## src/osc_consts.vh

```
// Constants for the oscillator source control block
`ifndef OSC_CONSTS_VH
`define OSC_CONSTS_VH
// Register byte offsets
`define OFF_FREQ_SEL    5'h00
`define OFF_TUNE        5'h04
`define OFF_MAN_EN      5'h08
`define OFF_SRC_REQ     5'h0C
`define OFF_STATUS      5'h10
`define OFF_AUX         5'h14
// Reset values
`define RST_TUNE        6'h00
`define RST_MAN_EN      6'h00
`define RST_FREQ_4M     4'h2
`define RST_FREQ_64M    4'h8
`define FREQ_MAX_CODE   4'h8
// Manual enable register bit positions
`define BIT_EXT_ON      7
`define BIT_HF_ON       6
`define BIT_MF_ON       5
`define BIT_LF_ON       4
`define BIT_SOSC_ON     3
`define BIT_ADC_ON      2
// Source request field positions
`define SRC_MSB         6
`define SRC_LSB         4
`define DIV_MSB         3
`define DIV_LSB         0
`define DIV_MAX_CODE    4'h9
`define DIV_4           4'h2
`define DIV_1           4'h0
// Status register bit positions
`define ST_HF_READY     7
`define ST_MF_READY     6
`define ST_HOLD         5
`define ST_PLL          4
`define ST_SRC_MSB      3
`define ST_SRC_LSB      1
// Aux register
`define BIT_SOSC_PWR    6
// Source codes
`define SRC_EXT         3'h7
`define SRC_HF          3'h6
`define SRC_LF          3'h5
`define SRC_SOSC        3'h4
`define SRC_PLL         3'h2
`define SRC_HF64        3'h0
// External oscillator mode codes
`define MODE_ECH        3'h7
`define MODE_ECM        3'h6
`define MODE_ECL        3'h5
`define MODE_HS         3'h2
`define MODE_XT         3'h1
`define MODE_LP         3'h0
// Timing counts: start-up in oscillator input edges, others in clock cycles
`define OST_COUNT       11'h400
`define HF_SETTLE_CYC   8'h40
`define TUNE_STEP_CYC   8'h10
`endif

```

## src/osc_startup_timer.v

```verilog
// Start-up timer counting oscillator input edges before releasing operation
`timescale 1ns/1ns
`default_nettype none
`include "osc_consts.vh"
module osc_startup_timer (
  input  wire        i_clk,
  input  wire        i_nrst,
  input  wire        i_ce,
  input  wire        i_start,
  input  wire        i_crystal,
  input  wire        i_osc_in,
  output wire        o_hold
);
  reg        hold_q;
  reg        prev_q;
  reg [10:0] cnt_q;

  always @(posedge i_clk or negedge i_nrst) begin
    if (!i_nrst) begin
      hold_q <= 1'b1;
      prev_q <= 1'b0;
      cnt_q  <= 11'h000;
    end else if (i_ce) begin
      prev_q <= i_osc_in;
      if (i_start) begin
        hold_q <= i_crystal;
        cnt_q  <= 11'h000;
      end else if (hold_q && i_osc_in && !prev_q) begin
        if (cnt_q == `OST_COUNT - 11'h001) begin
          hold_q <= 1'b0;
        end
        cnt_q <= cnt_q + 11'h001;
      end
    end
  end

  assign o_hold = hold_q;
endmodule // osc_startup_timer
`default_nettype wire

```

## src/mf_clock_divider.v

```verilog
// Adaptive divider making the two medium-frequency clocks from HF ticks
`timescale 1ns/1ns
`default_nettype none
module mf_clock_divider (
  input  wire       i_clk,
  input  wire       i_nrst,
  input  wire       i_ce,
  input  wire       i_run,
  input  wire       i_tick,
  input  wire [6:0] i_half_cnt,
  output wire       o_mf_500k,
  output wire       o_mf_31k
);
  reg [6:0] cnt_q;
  reg [3:0] sub_q;
  reg       c500_q;
  reg       c31_q;

  // Half period of 500 kHz in HF ticks equals the HF rate in MHz
  always @(posedge i_clk or negedge i_nrst) begin
    if (!i_nrst) begin
      cnt_q  <= 7'h00;
      sub_q  <= 4'h0;
      c500_q <= 1'b0;
      c31_q  <= 1'b0;
    end else if (i_ce && i_run && i_tick) begin
      if (cnt_q + 7'h01 >= i_half_cnt) begin
        cnt_q  <= 7'h00;
        c500_q <= !c500_q;
        sub_q  <= sub_q + 4'h1;
        if (sub_q == 4'hF) begin
          c31_q <= !c31_q;
        end
      end else begin
        cnt_q <= cnt_q + 7'h01;
      end
    end
  end

  assign o_mf_500k = c500_q;
  assign o_mf_31k  = c31_q;
endmodule // mf_clock_divider
`default_nettype wire

```

## src/oscillator_source_control.v

```verilog
// Oscillator source control: registers, enables, start-up hold and clock out
// Functional notes
// - Frequency code 0..8 maps 1,2,4,8,12,16,32,48,64 MHz; 9..15 reserved.
// - Six-bit tune is two's complement; 1F max, 00 centre and reset, 20 min.
// - External force-on bit 7 keeps it running; else on peripheral request or source 111/010.
// - HF force-on bit 6 keeps HF running at selected code; else on request.
// - Bit 5 keeps 500 kHz and 31.25 kHz clocks on; else on request.
// - Bit 4 keeps the 31 kHz low-frequency oscillator on; else on request.
// - Bit 3 keeps secondary oscillator on in selected power mode; else request.
// - Bit 2 keeps converter oscillator on; else only on peripheral request.
// - Clock out runs at system clock over four when enabled and pin free.
// - Crystal modes with source 111/010 hold operation after reset or wake for 1024 input cycles.
// - External-clock mode skips the start-up timer entirely.
// - Fully static design; stopped clock keeps all state intact.
// - Source code 010 routes external oscillator through the 4x PLL.
// - Reset starts from configured source; run time changes only by requests.
// - Frequency write clears HF and MF ready; MF clock holds until settled.
// - Tune moves HF gradually without completion flag; LF is unaffected.
// - Medium clocks come from HF through a divider adapting to the code.
`timescale 1ns/1ns
`default_nettype none
`include "osc_consts.vh"
module oscillator_source_control (
  input  wire        i_clk,
  input  wire        i_nrst,
  input  wire        i_ce,
  input  wire        i_hsel,
  input  wire [31:0] i_haddr,
  input  wire [1:0]  i_htrans,
  input  wire        i_hwrite,
  input  wire [2:0]  i_hsize,
  input  wire [31:0] i_hwdata,
  input  wire        i_hready,
  output reg  [31:0] o_hrdata,
  output wire        o_hreadyout,
  output wire        o_hresp,
  input  wire [2:0]  i_reset_source_cfg,
  input  wire [2:0]  i_ext_osc_mode_cfg,
  input  wire        i_clock_out_enable_cfg,
  input  wire        i_wake,
  input  wire        i_osc_in,
  input  wire        i_hf_tick,
  input  wire [5:0]  i_periph_req,
  output wire        o_external_osc_en,
  output wire        o_high_freq_internal_osc_en,
  output wire        o_mid_freq_internal_osc_en,
  output wire        o_low_freq_internal_osc_en,
  output wire        o_secondary_osc_en,
  output wire        o_converter_osc_en,
  output wire        o_secondary_osc_power_sel,
  output wire        o_pll_en,
  output wire [2:0]  o_source,
  output wire [3:0]  o_divider,
  output wire [3:0]  o_hf_freq_code,
  output reg  [6:0]  o_hf_freq_mhz,
  output wire [5:0]  o_hf_tune,
  output wire        o_hf_ready_flag,
  output wire        o_mf_ready_flag,
  output wire        o_mf_500k,
  output wire        o_mf_31k,
  output wire        o_run_hold,
  output wire        o_clkout,
  output wire        o_clkout_oe_n
);
  // Software-visible state
  reg  [3:0] hf_freq_code_q;
  reg  [5:0] hf_tune_value_q;
  reg  [5:0] man_en_q;
  reg  [2:0] new_source_request_q;
  reg  [3:0] new_divider_request_q;
  reg        sosc_pwr_q;
  // Oscillator model state
  reg  [5:0] tune_now_q;
  reg  [7:0] tune_tmr_q;
  reg  [7:0] settle_q;
  reg        hf_ready_q;
  reg        cfg_load_q;
  reg  [1:0] clkout_div_q;
  // Bus state
  reg        wr_pend_q;
  reg        rd_pend_q;
  reg  [4:0] addr_q;
  reg  [31:0] rd_d;
  wire       addr_take;
  wire       crystal_mode;
  wire       uses_ext;
  wire       ext_en;
  wire       mf_en;
  wire       hf_en;
  wire       startup;
  wire [2:0] wr_src;
  wire [3:0] wr_div;
  wire       cfg_uses_ext;
  wire       ost_crystal;

  // Code to nominal MHz; also the 500 kHz half period in HF ticks
  always @* begin
    case (hf_freq_code_q)
      4'h0:    o_hf_freq_mhz = 7'h01;
      4'h1:    o_hf_freq_mhz = 7'h02;
      4'h2:    o_hf_freq_mhz = 7'h04;
      4'h3:    o_hf_freq_mhz = 7'h08;
      4'h4:    o_hf_freq_mhz = 7'h0C;
      4'h5:    o_hf_freq_mhz = 7'h10;
      4'h6:    o_hf_freq_mhz = 7'h20;
      4'h7:    o_hf_freq_mhz = 7'h30;
      4'h8:    o_hf_freq_mhz = 7'h40;
      default: o_hf_freq_mhz = 7'h04;
    endcase
  end

  assign addr_take   = i_hsel && i_hready && i_htrans[1];
  assign o_hreadyout = !rd_pend_q;
  assign o_hresp     = 1'b0;
  assign wr_src      = i_hwdata[`SRC_MSB:`SRC_LSB];
  assign wr_div      = i_hwdata[`DIV_MSB:`DIV_LSB];
  assign startup     = cfg_load_q || i_wake;

  assign crystal_mode = (i_ext_osc_mode_cfg == `MODE_LP) ||
                        (i_ext_osc_mode_cfg == `MODE_XT) ||
                        (i_ext_osc_mode_cfg == `MODE_HS);
  assign uses_ext     = (new_source_request_q == `SRC_EXT) ||
                        (new_source_request_q == `SRC_PLL);

  // At the load edge the source register still holds its reset value,
  // so the crystal case is judged from the configuration itself there
  assign cfg_uses_ext = (i_reset_source_cfg == `SRC_EXT) ||
                        (i_reset_source_cfg == `SRC_PLL);
  assign ost_crystal  = crystal_mode && (cfg_load_q ? cfg_uses_ext : uses_ext);

  // Each oscillator runs when forced on, requested, or selected as source
  assign ext_en = man_en_q[`BIT_EXT_ON - 2] || i_periph_req[5] || uses_ext;
  assign mf_en  = man_en_q[`BIT_MF_ON - 2] || i_periph_req[3];
  assign hf_en  = man_en_q[`BIT_HF_ON - 2] || i_periph_req[4] || mf_en ||
                  (new_source_request_q == `SRC_HF) ||
                  (new_source_request_q == `SRC_HF64);
  assign o_external_osc_en           = ext_en;
  assign o_mid_freq_internal_osc_en  = mf_en;
  assign o_high_freq_internal_osc_en = hf_en;
  assign o_low_freq_internal_osc_en  = man_en_q[`BIT_LF_ON - 2] || i_periph_req[2] ||
                                       (new_source_request_q == `SRC_LF);
  assign o_secondary_osc_en          = man_en_q[`BIT_SOSC_ON - 2] || i_periph_req[1] ||
                                       (new_source_request_q == `SRC_SOSC);
  assign o_converter_osc_en          = man_en_q[`BIT_ADC_ON - 2] || i_periph_req[0];
  assign o_secondary_osc_power_sel   = sosc_pwr_q;
  assign o_pll_en                    = (new_source_request_q == `SRC_PLL);
  assign o_source                    = new_source_request_q;
  assign o_divider                   = new_divider_request_q;
  assign o_hf_freq_code              = hf_freq_code_q;
  assign o_hf_tune                   = tune_now_q;
  assign o_hf_ready_flag             = hf_ready_q;
  assign o_mf_ready_flag             = hf_ready_q && mf_en;

  // Pin is free unless a crystal on the external pins is in use
  assign o_clkout      = clkout_div_q[1];
  assign o_clkout_oe_n = !(i_clock_out_enable_cfg && !(uses_ext && crystal_mode));

  // Read mux; unused upper bits read as zero
  always @* begin
    rd_d = 32'h0000_0000;
    case (addr_q)
      `OFF_FREQ_SEL: rd_d[3:0] = hf_freq_code_q;
      `OFF_TUNE:     rd_d[5:0] = hf_tune_value_q;
      `OFF_MAN_EN:   rd_d[7:2] = man_en_q;
      `OFF_SRC_REQ:  rd_d[6:0] = {new_source_request_q, new_divider_request_q};
      `OFF_STATUS: begin
        rd_d[`ST_HF_READY]             = hf_ready_q;
        rd_d[`ST_MF_READY]             = hf_ready_q && mf_en;
        rd_d[`ST_HOLD]                 = o_run_hold;
        rd_d[`ST_PLL]                  = o_pll_en;
        rd_d[`ST_SRC_MSB:`ST_SRC_LSB]  = new_source_request_q;
      end
      `OFF_AUX:      rd_d[`BIT_SOSC_PWR] = sosc_pwr_q;
      default:       rd_d = 32'h0000_0000;
    endcase
  end

  // Bus slave: writes take zero wait, reads take one wait state
  always @(posedge i_clk or negedge i_nrst) begin
    if (!i_nrst) begin
      wr_pend_q <= 1'b0;
      rd_pend_q <= 1'b0;
      addr_q    <= 5'h00;
      o_hrdata  <= 32'h0000_0000;
    end else if (i_ce) begin
      if (rd_pend_q) begin
        rd_pend_q <= 1'b0;
        o_hrdata  <= rd_d;
      end else begin
        wr_pend_q <= addr_take && i_hwrite;
        rd_pend_q <= addr_take && !i_hwrite;
        if (addr_take) begin
          addr_q <= {i_haddr[4:2], 2'b00};
        end
      end
    end
  end

  // Register file, configuration load and oscillator state
  always @(posedge i_clk or negedge i_nrst) begin
    if (!i_nrst) begin
      hf_freq_code_q        <= `RST_FREQ_4M;
      hf_tune_value_q       <= `RST_TUNE;
      man_en_q              <= `RST_MAN_EN;
      new_source_request_q  <= `SRC_HF;
      new_divider_request_q <= `DIV_1;
      sosc_pwr_q            <= 1'b0;
      tune_now_q            <= `RST_TUNE;
      tune_tmr_q            <= 8'h00;
      settle_q              <= 8'h00;
      hf_ready_q            <= 1'b0;
      cfg_load_q            <= 1'b1;
      clkout_div_q          <= 2'b00;
    end else if (i_ce) begin
      clkout_div_q <= clkout_div_q + 2'b01;
      cfg_load_q   <= 1'b0;
      if (cfg_load_q) begin
        // Catch the configuration after reset release
        hf_freq_code_q <= (i_reset_source_cfg == `SRC_HF64) ? `RST_FREQ_64M
                                                            : `RST_FREQ_4M;
        new_source_request_q  <= (i_reset_source_cfg == `SRC_HF64) ? `SRC_HF
                                                                   : i_reset_source_cfg;
        new_divider_request_q <= (i_reset_source_cfg == `SRC_HF) ? `DIV_4 : `DIV_1;
        settle_q   <= 8'h00;
        hf_ready_q <= 1'b0;
      end else if (wr_pend_q && !rd_pend_q) begin
        case (addr_q)
          `OFF_FREQ_SEL: begin
            if (i_hwdata[3:0] <= `FREQ_MAX_CODE) begin
              hf_freq_code_q <= i_hwdata[3:0];
              settle_q       <= 8'h00;
              hf_ready_q     <= 1'b0;
            end
          end
          `OFF_TUNE:   hf_tune_value_q <= i_hwdata[5:0];
          `OFF_MAN_EN: man_en_q        <= i_hwdata[7:2];
          `OFF_SRC_REQ: begin
            // Reserved source or divider codes leave both fields alone
            if ((wr_src == `SRC_EXT || wr_src == `SRC_HF || wr_src == `SRC_LF ||
                 wr_src == `SRC_SOSC || wr_src == `SRC_PLL) &&
                wr_div <= `DIV_MAX_CODE) begin
              new_source_request_q  <= wr_src;
              new_divider_request_q <= wr_div;
            end
          end
          `OFF_AUX:    sosc_pwr_q <= i_hwdata[`BIT_SOSC_PWR];
          default:     sosc_pwr_q <= sosc_pwr_q;
        endcase
      end else if (!hf_en) begin
        // A stopped oscillator is not ready; it settles afresh on restart
        settle_q   <= 8'h00;
        hf_ready_q <= 1'b0;
      end else if (!hf_ready_q) begin
        if (settle_q == `HF_SETTLE_CYC - 8'h01) begin
          hf_ready_q <= 1'b1;
        end
        settle_q <= settle_q + 8'h01;
      end
      // Walk the applied tune one step at a time toward the register
      if (tune_now_q != hf_tune_value_q) begin
        if (tune_tmr_q == `TUNE_STEP_CYC - 8'h01) begin
          tune_tmr_q <= 8'h00;
          if ($signed(tune_now_q) < $signed(hf_tune_value_q)) begin
            tune_now_q <= tune_now_q + 6'h01;
          end else begin
            tune_now_q <= tune_now_q - 6'h01;
          end
        end else begin
          tune_tmr_q <= tune_tmr_q + 8'h01;
        end
      end else begin
        tune_tmr_q <= 8'h00;
      end
    end
  end

  osc_startup_timer u_ost (
    .i_clk     (i_clk),
    .i_nrst    (i_nrst),
    .i_ce      (i_ce),
    .i_start   (startup),
    // Crystal hold covers power-on load as well as wake
    .i_crystal (ost_crystal),
    .i_osc_in  (i_osc_in),
    .o_hold    (o_run_hold)
  );

  // Medium clocks stall at their level until HF is ready again
  mf_clock_divider u_mf (
    .i_clk      (i_clk),
    .i_nrst     (i_nrst),
    .i_ce       (i_ce),
    .i_run      (mf_en && hf_ready_q),
    .i_tick     (i_hf_tick),
    .i_half_cnt (o_hf_freq_mhz),
    .o_mf_500k  (o_mf_500k),
    .o_mf_31k   (o_mf_31k)
  );
endmodule // oscillator_source_control
`default_nettype wire

```

## config.mk

```make
export PLATFORM = sky130hd
export DESIGN_NAME = oscillator_source_control
export DESIGN_NICKNAME = d
export VERILOG_FILES = /design/src/osc_startup_timer.v /design/src/mf_clock_divider.v /design/src/oscillator_source_control.v
export VERILOG_INCLUDE_DIRS = /design/src
export SDC_FILE = /design/constraint.sdc
export NUM_CORES = 1
export LEC_CHECK = 0
export BUFFER_PORTS_ARGS = -buffer_cell sky130_fd_sc_hd__buf_4
export CORE_MARGIN = 5
export CORE_UTILIZATION = 55
export CTS_CLUSTER_SIZE = 24
export DETAILED_ROUTE_END_ITERATION = 8
export GPL_ROUTABILITY_DRIVEN = 0
export PLACE_DENSITY = 0.93
export SLEW_MARGIN = 20
export SYNTH_ARGS = -nofsm -noshare
export SYNTH_HDL_FRONTEND = slang
export SYNTH_HIERARCHICAL = 1
export SYNTH_SLANG_ARGS = --single-unit
export TNS_END_PERCENT = 10
```

## constraint.sdc

```tcl
create_clock -name i_clk -period 5.7 [get_ports i_clk]
set_input_delay 1.14 -clock i_clk [delete_from_list [all_inputs] [get_ports i_clk]]
set_output_delay 1.14 -clock i_clk [all_outputs]
set_load 0.1 [all_outputs]
```

==> summary.txt <==
Outcome
  – Status: complete, no violations

Floorplanning
  – Die W: 110.3 µm
  – Area of the core: 0.009774 mm²
  – Die height: 110.3 µm
  – Die ar.: 0.01217 mm²
  – Initial Utilization: 0.5663
  – Io pins: 164
  – Row cnt: 36

Synthesis
  – Synth top area share: 0.3797
  – Post-synth top cells: 84 x dfrtp_1, 46 x nand2_1, 27 x inv_1, 27 x mux2_2, 27 x o21ai_0
  – Mapped cell area: 0.005535 mm²
  – Synth Register Bits: 89
  – Number of synthesized flops with an enable pin: 0
  – Ys flop type: dfrtp_1
  – Async S/R FF share, synth: 1.000
  – Cell with the most instances after synthesis: dfrtp_1
  – Synth warn: 6
  – Largest cells by area after synthesis: dfrtp_1 38%, mux2_2 5.5%, ha_1 4.3%, buf_4 3.4%, nand2_1 3.1%
  – Synth area leader: dfrtp_1
  – Syn Inst Count: 563
  – Post-synth cell types: 84
  – Sequential element share of the synthesized area: 0.4035
  – Syn Area/Cell: 9.832 µm²

Timing
  – Actual slew at the worst max-slew pin: 806.6 ps
  – Final count of hold timing violations: 0
  – Post-Route Setup TNS: 0 ps
  – Period utilization: 0.5526
  – Final Max Tran Viols: 0
  – Slew headroom: 0.4623
  – RSZ-0062 raised after global routing: false
  – Fin crit period: 3150 ps
  – Clock skew: 17.33 ps
  – F_max: 317.5 MHz
  – Final setup violation count: 0

Detailed routing
  – Initial DRT Pass Iterations: 6
  – Highest Signal Layer: met4
  – Routed vias: 4,610
  – Metal3 WL: 1058 µm
  – Routed wire per std cell: 17.56 µm
  – Iter 0 DRT Violations: 336
  – Met2 WL: 6646 µm
  – Wl on met1: 5505 µm
  – DR DRC count: 0
  – WL final: 13,450 µm
  – Antenna Violating Nets Remaining: 0
  – Via/cell ratio: 6.018

Critical path
  – Worst-path fanout max: 11
  – CP startpoint kind: flip-flop
  – Crit end category: flip-flop
  – Critical path class: reg2reg
  – CP required: 6000 ps
  – WP data arrival: 3450 ps

Clocking
  – Worst-path clk slew: 90 ps
  – CTS tree: built
  – Postcts setup bufs: 0
  – Worst skew pair latency: 380 ps
  – Root Driver: clkbuf_8
  – Clock buffers created by TritonCTS: 9
  – H-tree levels: 3
  – Post-cts resize count: 0
  – Clock sinks: 89
  – Post-CTS Hold Buffers: 0
  – Max Root-Sink Buffers: 2

Placed design
  – PortBufs: 81
  – Hpwl dp: 9495 µm

GRT
  – Vias in the first global route: 4,485
  – First-pass GRT wire length: 22,060 µm
  – Largest net degree at the start of global routing: 90
  – Grt ovf: 0
  – Total GRT Usage: 0.2295
  – Initial antenna violation count: 0

Power
  – Lkg Pwr: 3.001 nW
  – VDD IR max: 0.0002568 V
  – Cell Pwr Density: 367.3 mW/mm²

Final layout
  – Share of cells above drive strength 1: 0.2638
  – Fillers: 734
  – Fin nets: 738
  – ANT cells: 0
  – FF+latch area: 0.002233 mm²
  – Area of the multi-input gates: 0.003005 mm²
  – Final Util: 0.6466
  – Synthesis-to-finish area growth: 14.17%

Hold path
  – Tightest Hold Check Type: reg2reg

Job
  – Max Cap Violations: 0
-- worst paths after layout --
kind / end / cells after the start / slack (ps) / start
min reg2reg: clkout_div_q[0]$_DFFE_PN0P_ / 1 / 470 / clkout_div_q[0]$_DFFE_PN0P_
min in group asynchronous: u_mf/sub_q[3]$_DFFE_PN0P_ / 1 / 830 / i_nrst
max in group asynchronous: tune_tmr_q[6]$_DFFE_PN0P_ / 1 / 4320 / i_nrst
max: o_hf_tune[4]$_DFFE_PN0P_ / 11 / 2550 / o_hf_tune[3]$_DFFE_PN0P_
max reg2reg: o_hf_tune[4]$_DFFE_PN0P_ / 11 / 2550 / o_hf_tune[3]$_DFFE_PN0P_
min: clkout_div_q[0]$_DFFE_PN0P_ / 1 / 470 / clkout_div_q[0]$_DFFE_PN0P_
-- routing by layer --
metal  global-route usage  vias to the layer above
li1                     -                     2110
met1               0.2905                     2278
met2               0.3886                      196
met3              0.05009                       26
met4              0.08004                        0
met5                    0                        -
-- state kept, by name, summed over array words and instances (netlist names), 2 cells and up --
register,cells
addr_q,3
o_hrdata,8
o_divider,4
clkout_div_q,2
u_ost/cnt_q,11
o_hf_freq_code,4
o_hf_tune,6
u_mf/sub_q,4
o_source,3
tune_tmr_q,8
settle_q,8
man_en_q,6
u_mf/cnt_q,7
hf_tune_value_q,6
-- power breakdown --
group | total [W] | switching (W) | leakage (nW) | internal (W)
Combinational | 0.000982 | 0.000716 | 1.77 | 0.000266
Sequential | 0.000884 | 0.000147 | 1.13 | 0.000737
Clock | 0.000455 | 0.000248 | 0.101 | 0.000207
Total | 0.00232 | 0.00111 | 3.00 | 0.00121
-- critical path, cell delays in order, from the launching register on --
cell and delay (ps):
dfrtp_1 510, ha_1 360, a21o_1 190, a21oi_1 280, o22a_1 310, xnor2_1 100, ha_1 250, o41ai_1 330
o21ai_0 190, a21boi_2 170, nor4b_4 220, xor2_1 160
-- final cells by class --
cell class              instances  share of cell area
well taps                     133             0.02633
repair buffers                 81             0.09681
clock buffers                   9             0.01960
inverters                      27             0.01604
clock inverters                 7             0.01227
multi-input cells             420              0.4755
flip-flops and latches         89              0.3534
-- kinds of logic (layout without fill, tap and decap cells) --
| logic type | after synthesis | count (layout) | synth area share |
|---|---|---|---|
| XOR/XNOR | 23 | 23 | 0.03775 |
| flip-flops | 89 | 89 | 0.4035 |
| adder cells (fa/ha/maj) | 19 | 19 | 0.04295 |
| other | 1 | 25 | 0.0006775 |
| multiplexers | 41 | 41 | 0.08341 |
| AND/OR/NAND/NOR | 193 | 193 | 0.2016 |
| buffers and inverters | 78 | 124 | 0.07188 |
| AO/OA/AOI/OAI | 119 | 119 | 0.1582 |
-- metrics by stage --
step | hold slack [ps] | cells | power, W | instance area (µm²) | worst slack [ps]
finish | 466.8 | 766 | 0.002321 | 6320 | 2550
global route | 489.6 | 766 | 0.002432 | 6320 | 2132
CTS | 471.1 | 766 | 0.002317 | 6311 | 2535
detailed placement | 455.7 | 750 | 0.001863 | 6110 | 2573
global placement | 453.2 | 750 | 0.001828 | 6110 | 2573
floorplan | 438.8 | 587 | 0.001657 | 5632 | 138.0
-- layout by cell type, fill, tap and decap left out, drive strengths merged, types with 4 or more instances in the layout --
cell type and n:
dfrtp 84, buf 81, nand2 48, o21ai 31, inv 30, mux2 28, conb 25, nor2 25
nand3 23, ha 19, a21oi 16, and3 15, xor2 13, mux2i 12, nor2b 12, nor3 11
xnor2 10, o31ai 9, a21o 9, clkbuf 9, nand2b 8, a22oi 6, a31oi 6, a32o 6
nor3b 6, or3 5, nor4 5, dfstp 5, nand4 5, nand4b 5, or2 5, and2 5
o22ai 4, a311o 4, a211oi 4, or4 4, o211ai 4
No activity file was read; power rests on OpenSTA's default activity.
